[config.mk]
export PLATFORM = sky130hd
export DESIGN_NAME = wdrc_top
export DESIGN_NICKNAME = d
export VERILOG_FILES = /design/src/wdrc_pkg.sv /design/src/wdrc_sync.sv /design/src/wdrc_wdt_core.sv /design/src/wdrc_top.sv
export VERILOG_INCLUDE_DIRS = /design/src /design/src/src
export SDC_FILE = /design/constraint.sdc
export NUM_CORES = 1
export LEC_CHECK = 0
export BUFFER_PORTS_ARGS = -buffer_cell sky130_fd_sc_hd__buf_2
export CAP_MARGIN = 20
export CORE_ASPECT_RATIO = 2
export CORE_MARGIN = 4
export CORE_UTILIZATION = 33
export DETAILED_ROUTE_END_ITERATION = 8
export HOLD_SLACK_MARGIN = 0.15
export SLEW_MARGIN = 25
export SYNTH_ARGS = -nofsm -noshare
export SYNTH_HDL_FRONTEND = slang
export SYNTH_HIERARCHICAL = 1
export SYNTH_SLANG_ARGS = --single-unit
[constraint.sdc]
create_clock -name REF_CLK_I -period 2.2 [get_ports REF_CLK_I]
set_input_delay 0.11 -clock REF_CLK_I [delete_from_list [all_inputs] [get_ports REF_CLK_I]]
set_output_delay 0.11 -clock REF_CLK_I [all_outputs]
set_load 0.05 [all_outputs]
[src/wdrc_cfg.svh]
`ifndef WDRC_CFG_SVH
`define WDRC_CFG_SVH

// register offsets in port space, and the data-space window
`define WDRC_CTRL_OFF 6'h21
`define WDRC_FLAGS_OFF 6'h34
`define WDRC_IO_LAST 7'h3f
`define WDRC_DATA_BASE 7'h20
`define WDRC_DATA_LAST 7'h5f

// field positions
`define WDRC_CHG_BIT 4
`define WDRC_WDE_BIT 3
`define WDRC_PS_MSB 2
`define WDRC_WATCHDOG_RESET_FLAG_BIT 3
`define WDRC_BROWNOUT_RESET_FLAG_BIT 2
`define WDRC_EXTERNAL_RESET_FLAG_BIT 1
`define WDRC_POWERON_RESET_FLAG_BIT 0

// reset values
`define WDRC_CTRL_RESET 5'h00
`define WDRC_FLAGS_RESET 4'h0
`define WDRC_RDATA_RESET 8'h00

// timing counts
`define WDRC_CHG_WINDOW 3'h4
`define WDRC_TIMEOUT_BASE 22'h00_4000

`endif

[src/wdrc_pkg.sv]
package wdrc_pkg;

  // one register access from the cpu core
  typedef struct packed {
    logic rd;
    logic wr;
    logic data_space;
    logic [6:0] addr;
    logic [7:0] wdata;
  } wdrc_bus_req_type;

  // watchdog control register content
  typedef struct packed {
    logic change_en;
    logic enable;
    logic [2:0] prescale;
  } wdrc_ctrl_type;

  // state of the timed change window
  typedef enum logic [1:0] {
    WDRC_WIN_CLOSED = 2'b01,
    WDRC_WIN_OPEN = 2'b10
  } wdrc_win_type;

endpackage

[src/wdrc_sync.sv]
`timescale 1ns/10ps
module wdrc_sync #(
  parameter int WIDTH = 4
) (
  input wire logic clk_i,
  input wire logic rst_i,
  input wire logic ce_i,
  input wire logic [WIDTH-1:0] async_i,
  output logic [WIDTH-1:0] sync_o
);
  logic [WIDTH-1:0] meta_reg;
  logic [WIDTH-1:0] sync_reg;

  // two flip-flops per pin; only the second stage is read
  always_ff @(posedge clk_i or posedge rst_i) begin
    if (rst_i) begin
      meta_reg <= '0;
      sync_reg <= '0;
    end else if (ce_i) begin
      meta_reg <= async_i;
      sync_reg <= meta_reg;
    end
  end

  assign sync_o = sync_reg;
endmodule

[src/wdrc_wdt_core.sv]
`timescale 1ns/10ps
`include "wdrc_cfg.svh"
module wdrc_wdt_core #(
  parameter logic [21:0] TIMEOUT_BASE_CYCLES = `WDRC_TIMEOUT_BASE
) (
  input wire logic clk_i,
  input wire logic rst_i,
  input wire logic ce_i,
  input wire logic osc_tick_i,
  input wire logic restart_i,
  input wire logic enable_i,
  input wire logic [2:0] prescale_i,
  output logic timeout_o
);
  logic [21:0] count_reg;
  logic [21:0] count_next;
  logic [21:0] limit;
  logic timeout_reg;
  logic timeout_next;
  logic reach;

  // time-out length doubles with each prescale code
  assign limit = TIMEOUT_BASE_CYCLES << prescale_i;
  // >= so that a shorter limit set mid-count still fires
  assign reach = osc_tick_i && (count_reg >= (limit - 22'h00_0001));

  // count oscillator ticks, restart, or fire
  always_comb begin
    count_next = count_reg;
    timeout_next = 1'b0;
    if (restart_i || !enable_i) begin
      count_next = '0;
    end else if (reach) begin
      count_next = '0;
      timeout_next = 1'b1;
    end else if (osc_tick_i) begin
      count_next = count_reg + 22'h00_0001;
    end
  end

  always_ff @(posedge clk_i or posedge rst_i) begin
    if (rst_i) begin
      count_reg <= '0;
      timeout_reg <= 1'b0;
    end else if (ce_i) begin
      count_reg <= count_next;
      timeout_reg <= timeout_next;
    end
  end

  assign timeout_o = timeout_reg;
endmodule

[src/wdrc_top.sv]
`timescale 1ns/10ps
`include "wdrc_cfg.svh"
// Overview of operation
// - watchdog reset sets bit 3, zero-write clears
// - brown-out reset sets bit 2, zero-write clears
// - external reset sets bit 1, zero-write clears
// - power-on sets bit 0, only zero-write clears
// - port offsets 0x00-0x3F, data space plus 0x20
// - change-enable clears itself four cycles later
// - enable bit one enables, permitted zero disables
// - zero to enable ignored without change-enable
// - prescale written only while change-enable set, chip reset zeroes it
// - prescale selects 16384 doubling to 2097152 cycles
// - time-out gives one-cycle internal reset pulse
// - count restarts on restart, disable, chip reset
// - always-on fuse keeps watchdog enabled, reads one
// - counter runs from separate oscillator ticks
module wdrc_top #(
  parameter logic [21:0] TIMEOUT_BASE_CYCLES = `WDRC_TIMEOUT_BASE
) (
  input wire logic REF_CLK_I,
  input wire logic RESET_I,
  input wire logic CE_I,
  input wire wdrc_pkg::wdrc_bus_req_type BUS_REQ_I,
  input wire logic RESTART_I,
  input wire logic WDT_OSC_I,
  input wire logic EXT_RESET_I,
  input wire logic BROWNOUT_I,
  input wire logic ALWAYS_ON_FUSE_I,
  output logic [7:0] RDATA_O,
  output logic WDT_RESET_O,
  output logic WDT_ACTIVE_O
);
  import wdrc_pkg::*;

  logic [3:0] pins_sync;
  logic osc_s;
  logic ext_s;
  logic bor_s;
  logic fuse_s;
  logic osc_d_reg;
  logic osc_tick;
  logic [6:0] addr;
  logic [6:0] io_off_full;
  logic [5:0] io_off;
  logic in_range;
  logic hit_ctrl;
  logic hit_flags;
  logic wr_ctrl;
  logic wr_flags;
  logic rd_go;
  logic wd_chg;
  logic wd_wde;
  logic [2:0] wd_ps;
  logic open_req;
  logic chg_en;
  logic wde_eff;
  logic wdt_timeout;
  logic chip_rst;
  logic core_restart;
  wdrc_win_type win_reg;
  wdrc_win_type win_next;
  logic [2:0] win_cnt_reg;
  logic [2:0] win_cnt_next;
  wdrc_ctrl_type ctrl_reg;
  wdrc_ctrl_type ctrl_next;
  wdrc_ctrl_type ctrl_view;
  logic [3:0] flags_reg;
  logic [3:0] flags_next;
  logic [3:0] flag_set;
  logic por_pend_reg;
  logic [7:0] rd_value;
  logic [7:0] rdata_reg;

  // reset sources, fuse and oscillator cross in through two flops
  wdrc_sync #(
    .WIDTH(4)
  ) u_sync (
    .clk_i(REF_CLK_I),
    .rst_i(RESET_I),
    .ce_i(CE_I),
    .async_i({ALWAYS_ON_FUSE_I, BROWNOUT_I, EXT_RESET_I, WDT_OSC_I}),
    .sync_o(pins_sync)
  );

  assign osc_s = pins_sync[0];
  assign ext_s = pins_sync[1];
  assign bor_s = pins_sync[2];
  assign fuse_s = pins_sync[3];

  // rising edge of the synchronised oscillator is one watchdog tick
  always_ff @(posedge REF_CLK_I or posedge RESET_I) begin
    if (RESET_I) begin
      osc_d_reg <= 1'b0;
    end else if (CE_I) begin
      osc_d_reg <= osc_s;
    end
  end

  assign osc_tick = osc_s && !osc_d_reg;

  // address decode for port space and the shifted data space
  assign addr = BUS_REQ_I.addr;
  assign in_range = BUS_REQ_I.data_space ?
    ((addr >= `WDRC_DATA_BASE) && (addr <= `WDRC_DATA_LAST)) :
    (addr <= `WDRC_IO_LAST);
  assign io_off_full = BUS_REQ_I.data_space ? (addr - `WDRC_DATA_BASE) : addr;
  assign io_off = io_off_full[5:0];
  assign hit_ctrl = in_range && (io_off == `WDRC_CTRL_OFF);
  assign hit_flags = in_range && (io_off == `WDRC_FLAGS_OFF);

  // qualified strobes and write fields
  assign wr_ctrl = CE_I && BUS_REQ_I.wr && hit_ctrl;
  assign wr_flags = CE_I && BUS_REQ_I.wr && hit_flags;
  assign rd_go = CE_I && BUS_REQ_I.rd;
  assign wd_chg = BUS_REQ_I.wdata[`WDRC_CHG_BIT];
  assign wd_wde = BUS_REQ_I.wdata[`WDRC_WDE_BIT];
  assign wd_ps = BUS_REQ_I.wdata[`WDRC_PS_MSB:0];

  // any chip reset other than power-on
  assign chip_rst = ext_s || bor_s || wdt_timeout;
  assign open_req = wr_ctrl && wd_chg && wd_wde;
  assign chg_en = (win_reg == WDRC_WIN_OPEN);

  // timed change window: opens on a one-one write, lasts four cycles
  always_comb begin
    win_next = win_reg;
    win_cnt_next = win_cnt_reg;
    if (chip_rst) begin
      win_next = WDRC_WIN_CLOSED;
      win_cnt_next = 3'h0;
    end else if (open_req) begin
      win_next = WDRC_WIN_OPEN;
      win_cnt_next = `WDRC_CHG_WINDOW;
    end else begin
      case (win_reg)
        WDRC_WIN_OPEN: begin
          if (wr_ctrl && !wd_chg) begin
            win_next = WDRC_WIN_CLOSED;
            win_cnt_next = 3'h0;
          end else if (win_cnt_reg == 3'h1) begin
            win_next = WDRC_WIN_CLOSED;
            win_cnt_next = 3'h0;
          end else begin
            win_cnt_next = win_cnt_reg - 3'h1;
          end
        end
        WDRC_WIN_CLOSED: begin
          win_cnt_next = 3'h0;
        end
        default: begin
          win_next = WDRC_WIN_CLOSED;
          win_cnt_next = 3'h0;
        end
      endcase
    end
  end

  // enable and prescale, guarded by the window
  always_comb begin
    ctrl_next = ctrl_reg;
    ctrl_next.change_en = (win_next == WDRC_WIN_OPEN);
    if (chip_rst) begin
      ctrl_next = `WDRC_CTRL_RESET;
    end else if (wr_ctrl) begin
      if (wd_wde) begin
        ctrl_next.enable = 1'b1;
      end else if (chg_en) begin
        ctrl_next.enable = 1'b0;
      end
      if (chg_en) begin
        ctrl_next.prescale = wd_ps;
      end
    end
  end

  // the fuse forces the watchdog on regardless of the stored bit
  assign wde_eff = ctrl_reg.enable || fuse_s;

  always_ff @(posedge REF_CLK_I or posedge RESET_I) begin
    if (RESET_I) begin
      win_reg <= WDRC_WIN_CLOSED;
      win_cnt_reg <= 3'h0;
      ctrl_reg <= `WDRC_CTRL_RESET;
    end else if (CE_I) begin
      win_reg <= win_next;
      win_cnt_reg <= win_cnt_next;
      ctrl_reg <= ctrl_next;
    end
  end

  // watchdog counter on the oscillator tick
  assign core_restart = RESTART_I || chip_rst;

  wdrc_wdt_core #(
    .TIMEOUT_BASE_CYCLES(TIMEOUT_BASE_CYCLES)
  ) u_core (
    .clk_i(REF_CLK_I),
    .rst_i(RESET_I),
    .ce_i(CE_I),
    .osc_tick_i(osc_tick),
    .restart_i(core_restart),
    .enable_i(wde_eff),
    .prescale_i(ctrl_reg.prescale),
    .timeout_o(wdt_timeout)
  );

  // reset-cause flags: set wins over a software zero
  assign flag_set[`WDRC_WATCHDOG_RESET_FLAG_BIT] = wdt_timeout;
  assign flag_set[`WDRC_BROWNOUT_RESET_FLAG_BIT] = bor_s;
  assign flag_set[`WDRC_EXTERNAL_RESET_FLAG_BIT] = ext_s;
  assign flag_set[`WDRC_POWERON_RESET_FLAG_BIT] = por_pend_reg;

  for (genvar i = 0; i < 4; i++) begin : g_flag
    assign flags_next[i] = flag_set[i] ||
      (wr_flags ? BUS_REQ_I.wdata[i] : flags_reg[i]);
  end

  // power-on clears all flags, then marks itself after release
  always_ff @(posedge REF_CLK_I or posedge RESET_I) begin
    if (RESET_I) begin
      flags_reg <= `WDRC_FLAGS_RESET;
      por_pend_reg <= 1'b1;
    end else if (CE_I) begin
      flags_reg <= flags_next;
      por_pend_reg <= 1'b0;
    end
  end

  // read mux; unused bits and unmapped offsets read zero
  always_comb begin
    ctrl_view = ctrl_reg;
    ctrl_view.change_en = chg_en;
    ctrl_view.enable = wde_eff;
  end

  assign rd_value = hit_ctrl ? {3'h0, ctrl_view} :
    (hit_flags ? {4'h0, flags_reg} : 8'h00);

  always_ff @(posedge REF_CLK_I or posedge RESET_I) begin
    if (RESET_I) begin
      rdata_reg <= `WDRC_RDATA_RESET;
    end else if (rd_go) begin
      rdata_reg <= rd_value;
    end
  end

  assign RDATA_O = rdata_reg;
  assign WDT_RESET_O = wdt_timeout;
  assign WDT_ACTIVE_O = wde_eff;
endmodule

# Word level (Yosys, flattened, before mapping)
# Index checks and enable logic that the tools add are counted.
# word_totals
reg_bits,54
input_bits,26
output_inout_bits,10
elab_cells,88
# op_classes
n_addsub,4
order_cmp,4
eq_ne,7
shift,1
n_mux,28
n_reduce_logical,32
# op_table
op,count
22-bit 2-to-1 mux,3
"22-bit by 1-bit adder with 22-bit output, second input constant",1
22-bit >= comparator,1
"15-bit by 3-bit << shifter with 22-bit output, first input constant",1
"22-bit by 1-bit subtractor with 22-bit output, second input constant",1
3-bit 2-to-1 mux,6
"6-bit equality test, second input constant",2
1-bit logical AND,12
4-bit 2-to-1 mux,3
1-bit logical OR,9
1-bit 2-to-1 mux,9
3-bit AND reduction,3
2-bit 2-to-1 mux,4
"7-bit by 6-bit >= comparator with 1-bit output, second input constant",1
"7-bit by 6-bit <= comparator with 1-bit output, second input constant",1
"7-bit <= comparator, second input constant",1
6-bit 2-to-1 mux,1
3-bit nonzero test,2
"6-bit subtractor, second input constant",1
5-bit 2-to-1 mux,1
"5-bit by 2-bit != test with 1-bit output, second input constant",1
2-bit one-hot mux with 2 select lines,1
2-bit nonzero test,2
"3-bit by 1-bit equality test with 1-bit output, second input constant",1
6 further kinds,8

# Depth between registers and ports, before layout
# logic_depth
ltp_word,10
ltp_mapped,8

# By module
# The synthesis kept the hierarchy.
# by_module_without_submodules
module,n_inst,cells_each,area_per_inst_um2
wdrc_wdt_core,1,146,1418.9
wdrc_top,1,109,1118.6
wdrc_sync,1,18,335.3

# Worst setup path after synthesis
# No wires, ideal clock.
# synth_timing
kind,flip-flop to flip-flop
start,"reg u_core.timeout_reg, in the netlist u_core/timeout_o"
end,reg u_core.count_reg[3]
setup_time_ns,0.118
t_arrival_ns,1.964
t_required_ns,2.082
slack_ns,0.118
stages_incl_launch_ff,8
n_path_buf,0
period_less_slack_ns,2.082
path_cell_list,dfrtp_1 -> nor3_1 -> nand2b_1 -> or3b_1 -> nand2_1 -> or3_1 -> xor2_1 -> nor2_1
# synth_via
elab_chain_len,5
elab_cells_between_ends,6
classes_between,mux: 1; reduce/logical: 5
# synth_rtl
element,line_no,rtl
from (decl),wdrc_wdt_core.sv:18,logic timeout_reg;
from (signal assigned),wdrc_wdt_core.sv:47,timeout_reg <= timeout_next;
1-bit logical OR *,wdrc_top.sv:121,assign chip_rst = ext_s || bor_s || wdt_timeout;
1-bit logical OR *,wdrc_top.sv:193,assign core_restart = RESTART_I || chip_rst;
named net core_restart,wdrc_top.sv:60,logic core_restart;
1-bit logical OR *,wdrc_wdt_core.sv:31,if (restart_i || !enable_i) begin
3-bit nonzero test (no source line),n/a,
2-bit AND reduction (no source line),n/a,
to (signal assigned),wdrc_wdt_core.sv:46,count_reg <= count_next;
to (decl),wdrc_wdt_core.sv:15,logic [21:0] count_reg;
# The timed path passes the listed nets; every way through them passes the cells marked *.
# A chain may end at the register's enable or synchronous reset.

# Final worst setup path
# layout_timing
start,reg ctrl_reg[0] in the netlist's numbering
end,reg u_core.count_reg[11]
# layout_via
elab_chain_len,6
elab_cells_between_ends,8
classes_between,add/sub: 1; order compare: 1; shift: 1; mux: 2; reduce/logical: 3
# layout_rtl
element,line_no,rtl
from (decl),wdrc_top.sv:65,wdrc_ctrl_type ctrl_reg;
from (signal assigned),wdrc_top.sv:184,ctrl_reg <= `WDRC_CTRL_RESET;
from (signal assigned),wdrc_top.sv:188,ctrl_reg <= ctrl_next;
15-bit by 3-bit << shifter with 22-bit output *,wdrc_wdt_core.sv:23,assign limit = TIMEOUT_BASE_CYCLES << prescale_i;
22-bit by 1-bit subtractor with 22-bit output *,wdrc_wdt_core.sv:25,assign reach = osc_tick_i && (count_reg >= (limit - 22'h00_0001));
22-bit >= comparator *,wdrc_wdt_core.sv:25,
1-bit logical AND *,wdrc_wdt_core.sv:25,
3-bit nonzero test (no source line) or 22-bit 2-to-1 mux (tied branches),n/a,
2-bit AND reduction (no source line) or 22-bit 2-to-1 mux (tied branches),n/a,
# Every way passes the cells marked *; elsewhere a longest branch is shown, timed or not.

==> reports/results.txt <==
num rows: 47
Critical Path RT: 2.38 ns
placed inst area: 3130 sq um
wire length on met2: 3830 um
most common cell after layout, fill and taps aside: dfrtp_1
first-pass detailed-route iteration total: 4
commonest cells after routing, fill and taps aside: dfrtp_1, nand2_1, buf_2, nor2_1, xor2_1
post-route setup slack: 0.200 ns
WS Path Type: flop to flop
Layout area overhead: 17.2%
Final GP Congestion: 0.791
die extent in y: 140 um
DRC: 0
Main synth FF type: dfrtp_1
Max Used Layer: met4
FFs w/ async S/R, synth: 100%
post-synthesis cell area: 2870 sq um
pre-CTS WS: 0.154 ns
Hold Slack: 0.183 ns
number of flip-flops under the largest register name: 22
number of diodes: 0
htree depth: 2
global-route wire length before repair: 11000 um
met3 wire len: 144 um
fin. max-slew vios: 0
clock slew at reported path FFs: 0.06 ns
VDD IR-drop max: 0.000428 V
vias per cell: 5.16
Crit Path Max Fanout: 20
width of the die: 74.0 um
Avg WL per Cell: 15.6 um
via count: 2143
Synth Instances: 273
Finished Core Util: 40.0%
die area: 10400 sq um
synth warn: 6
Yosys reg bits: 51
1st-iter DRT viols: 74
drt total wl: 6480 um
Post-CTS Setup Inserts: 0
largest net degree at the start of global routing: 24
Final Cycle Share: 90.9%
crit path DAT: 2.18 ns
ANT nets after route: 0
Yosys cell types: 52
endpoint class of the critical path: flop
Seq/Total Area, Yosys: 44.5%
Mean Syn Cell Area: 10.5 sq um
vias in the first global route: 2275
status: finished, final reports clean
minimum clock period: 2.00 ns
Fill cells: 836
final instance area: 3370 sq um
leakage dissipation: 0.00151 uW
grt ovf: 0
type of origin of the critical path: flop
core area: 8410 sq um
Num Clock Sinks: 51
endpoints failing setup: 0
Initial Util: 34.2%
worst hold path type: input port to flop
RSZ-0062 raised after global routing: no
setup TNS: 0 ns
Setup Skew: 0.00350 ns
I/O pin total: 36
worst relative slew slack: 39.1%
initial antenna violation count: 0
dpl hpwl: 5050 um
cts bufs inserted: 5
max frequency: 500 MHz
TritonCTS clock tree: built
clock latency on the worst-skew pair: 0.29 ns
MaxCap Viol Count: 0
met1 wire length: 2340 um
PD cells: 582 nW/um^2
fraction of layout cells with a size suffix above 1: 23.7%
I/O Buffers: 29
Total GRT Usage: 13.6%
Hold Vio Cnt, Final: 0
fin nets: 353
root buffer cell: clkbuf_16
Worst Max-Slew Pin Slew: 0.912 ns
Post-synth EDFFs: 0
clk buf depth: 2
-- metrics by stage --
step / total power, uW / instances
after floorplan: 1150 / 275
after global placement: 1210 / 398
after detailed placement: 1210 / 398
after CTS: 1990 / 415
after global routing: 2040 / 415
final: 1960 / 415
-- area by class of cell --
type	instances	area, sq um	area share (%)
clock buffer	7	133	3.94
multi-input combinational	205	1500	44.6
tap	98	123	3.64
clock inverter	1	5.00	0.149
inverter	10	37.5	1.12
timing repair buffer	43	285	8.48
sequential	51	1280	38.1
-- power by group --
part / total (uW) / leakage [uW] / internal [uW] / switching, uW
clock: 754 / 0.0000679 / 421 / 333
sequential: 981 / 0.000670 / 964 / 17.6
combinational: 222 / 0.000768 / 91.7 / 130
-- layer usage --
layer,track usage (%),vias to the layer above
li1,-,1046
met1,13.7,1054
met2,26.0,29
met3,2.15,14
met4,5.92,0
met5,0,-
-- critical path, cell delays in order (launching register included) --
cell and delay (ns):
dfrtp_1 0.44, nand3_1 0.11, ha_1 0.34, nand4_1 0.11, nor4_1 0.30, nand2_1 0.11, a31oi_2 0.23, buf_12 0.19
nor2_1 0.06
-- cell families (layout without fill, tap and decap cells) --
kind of cell               Yosys count  in the layout  synth area share (%)
xor gates and xnor gates            20             20                  6.10
DFF                                 51             51                  44.5
buffers and inverters               19             61                  3.70
and+or+nand+nor                    117            117                  23.0
adders and majority gates           11             11                  4.79
AOI/OAI and AO/OA                   43             43                  12.7
other                                2              4                 0.261
muxes                               10             10                  4.97
-- worst paths after layout --
check / from / slack [ns] / cells past startpoint / end
max: ctrl_reg[0]$_DFFE_PP0P_ / 0.20 / 8 / u_core/count_reg[11]$_DFFE_PP0P_
min: BUS_REQ_I[3] / 0.18 / 3 / flags_reg[3]$_DFFE_PP0P_
max reg2reg: ctrl_reg[0]$_DFFE_PP0P_ / 0.20 / 8 / u_core/count_reg[11]$_DFFE_PP0P_
min reg2reg: RDATA_O[2]$_DFFE_PP0P_ / 0.48 / 2 / RDATA_O[2]$_DFFE_PP0P_
max in group asynchronous: RESET_I / 1.06 / 3 / u_core/count_reg[16]$_DFFE_PP0P_
min in group asynchronous: RESET_I / 0.33 / 3 / u_sync/sync_o[3]$_DFFE_PP0P_
-- cell usage after synthesis, drive strengths merged (5+ instances only) --
cell	count	share of area (%)
dfrtp	49	43
nand2	33	4.3
nor2	28	4.0
xor2	15	4.6
nand3	13	2.3
ha	11	4.8
inv	10	1.3
mux2	10	5.0
a21oi	9	1.6
o21ai	9	1.7
buf	8	2.3
nand4	8	2.5
a22oi	5	1.3
nor2b	5	1.1
nor3	5	1.7
xnor2	5	1.5
-- what timing repair did --
| item | CTS | global route |
|---|---|---|
| endpoints found under the setup margin | 0 | 21 |
| hold endpoints to repair | 60 | 0 |
| resized for setup | 0 | 3 |
| hold buffers | 9 | 0 |
(Power assumes the default switching activity.)
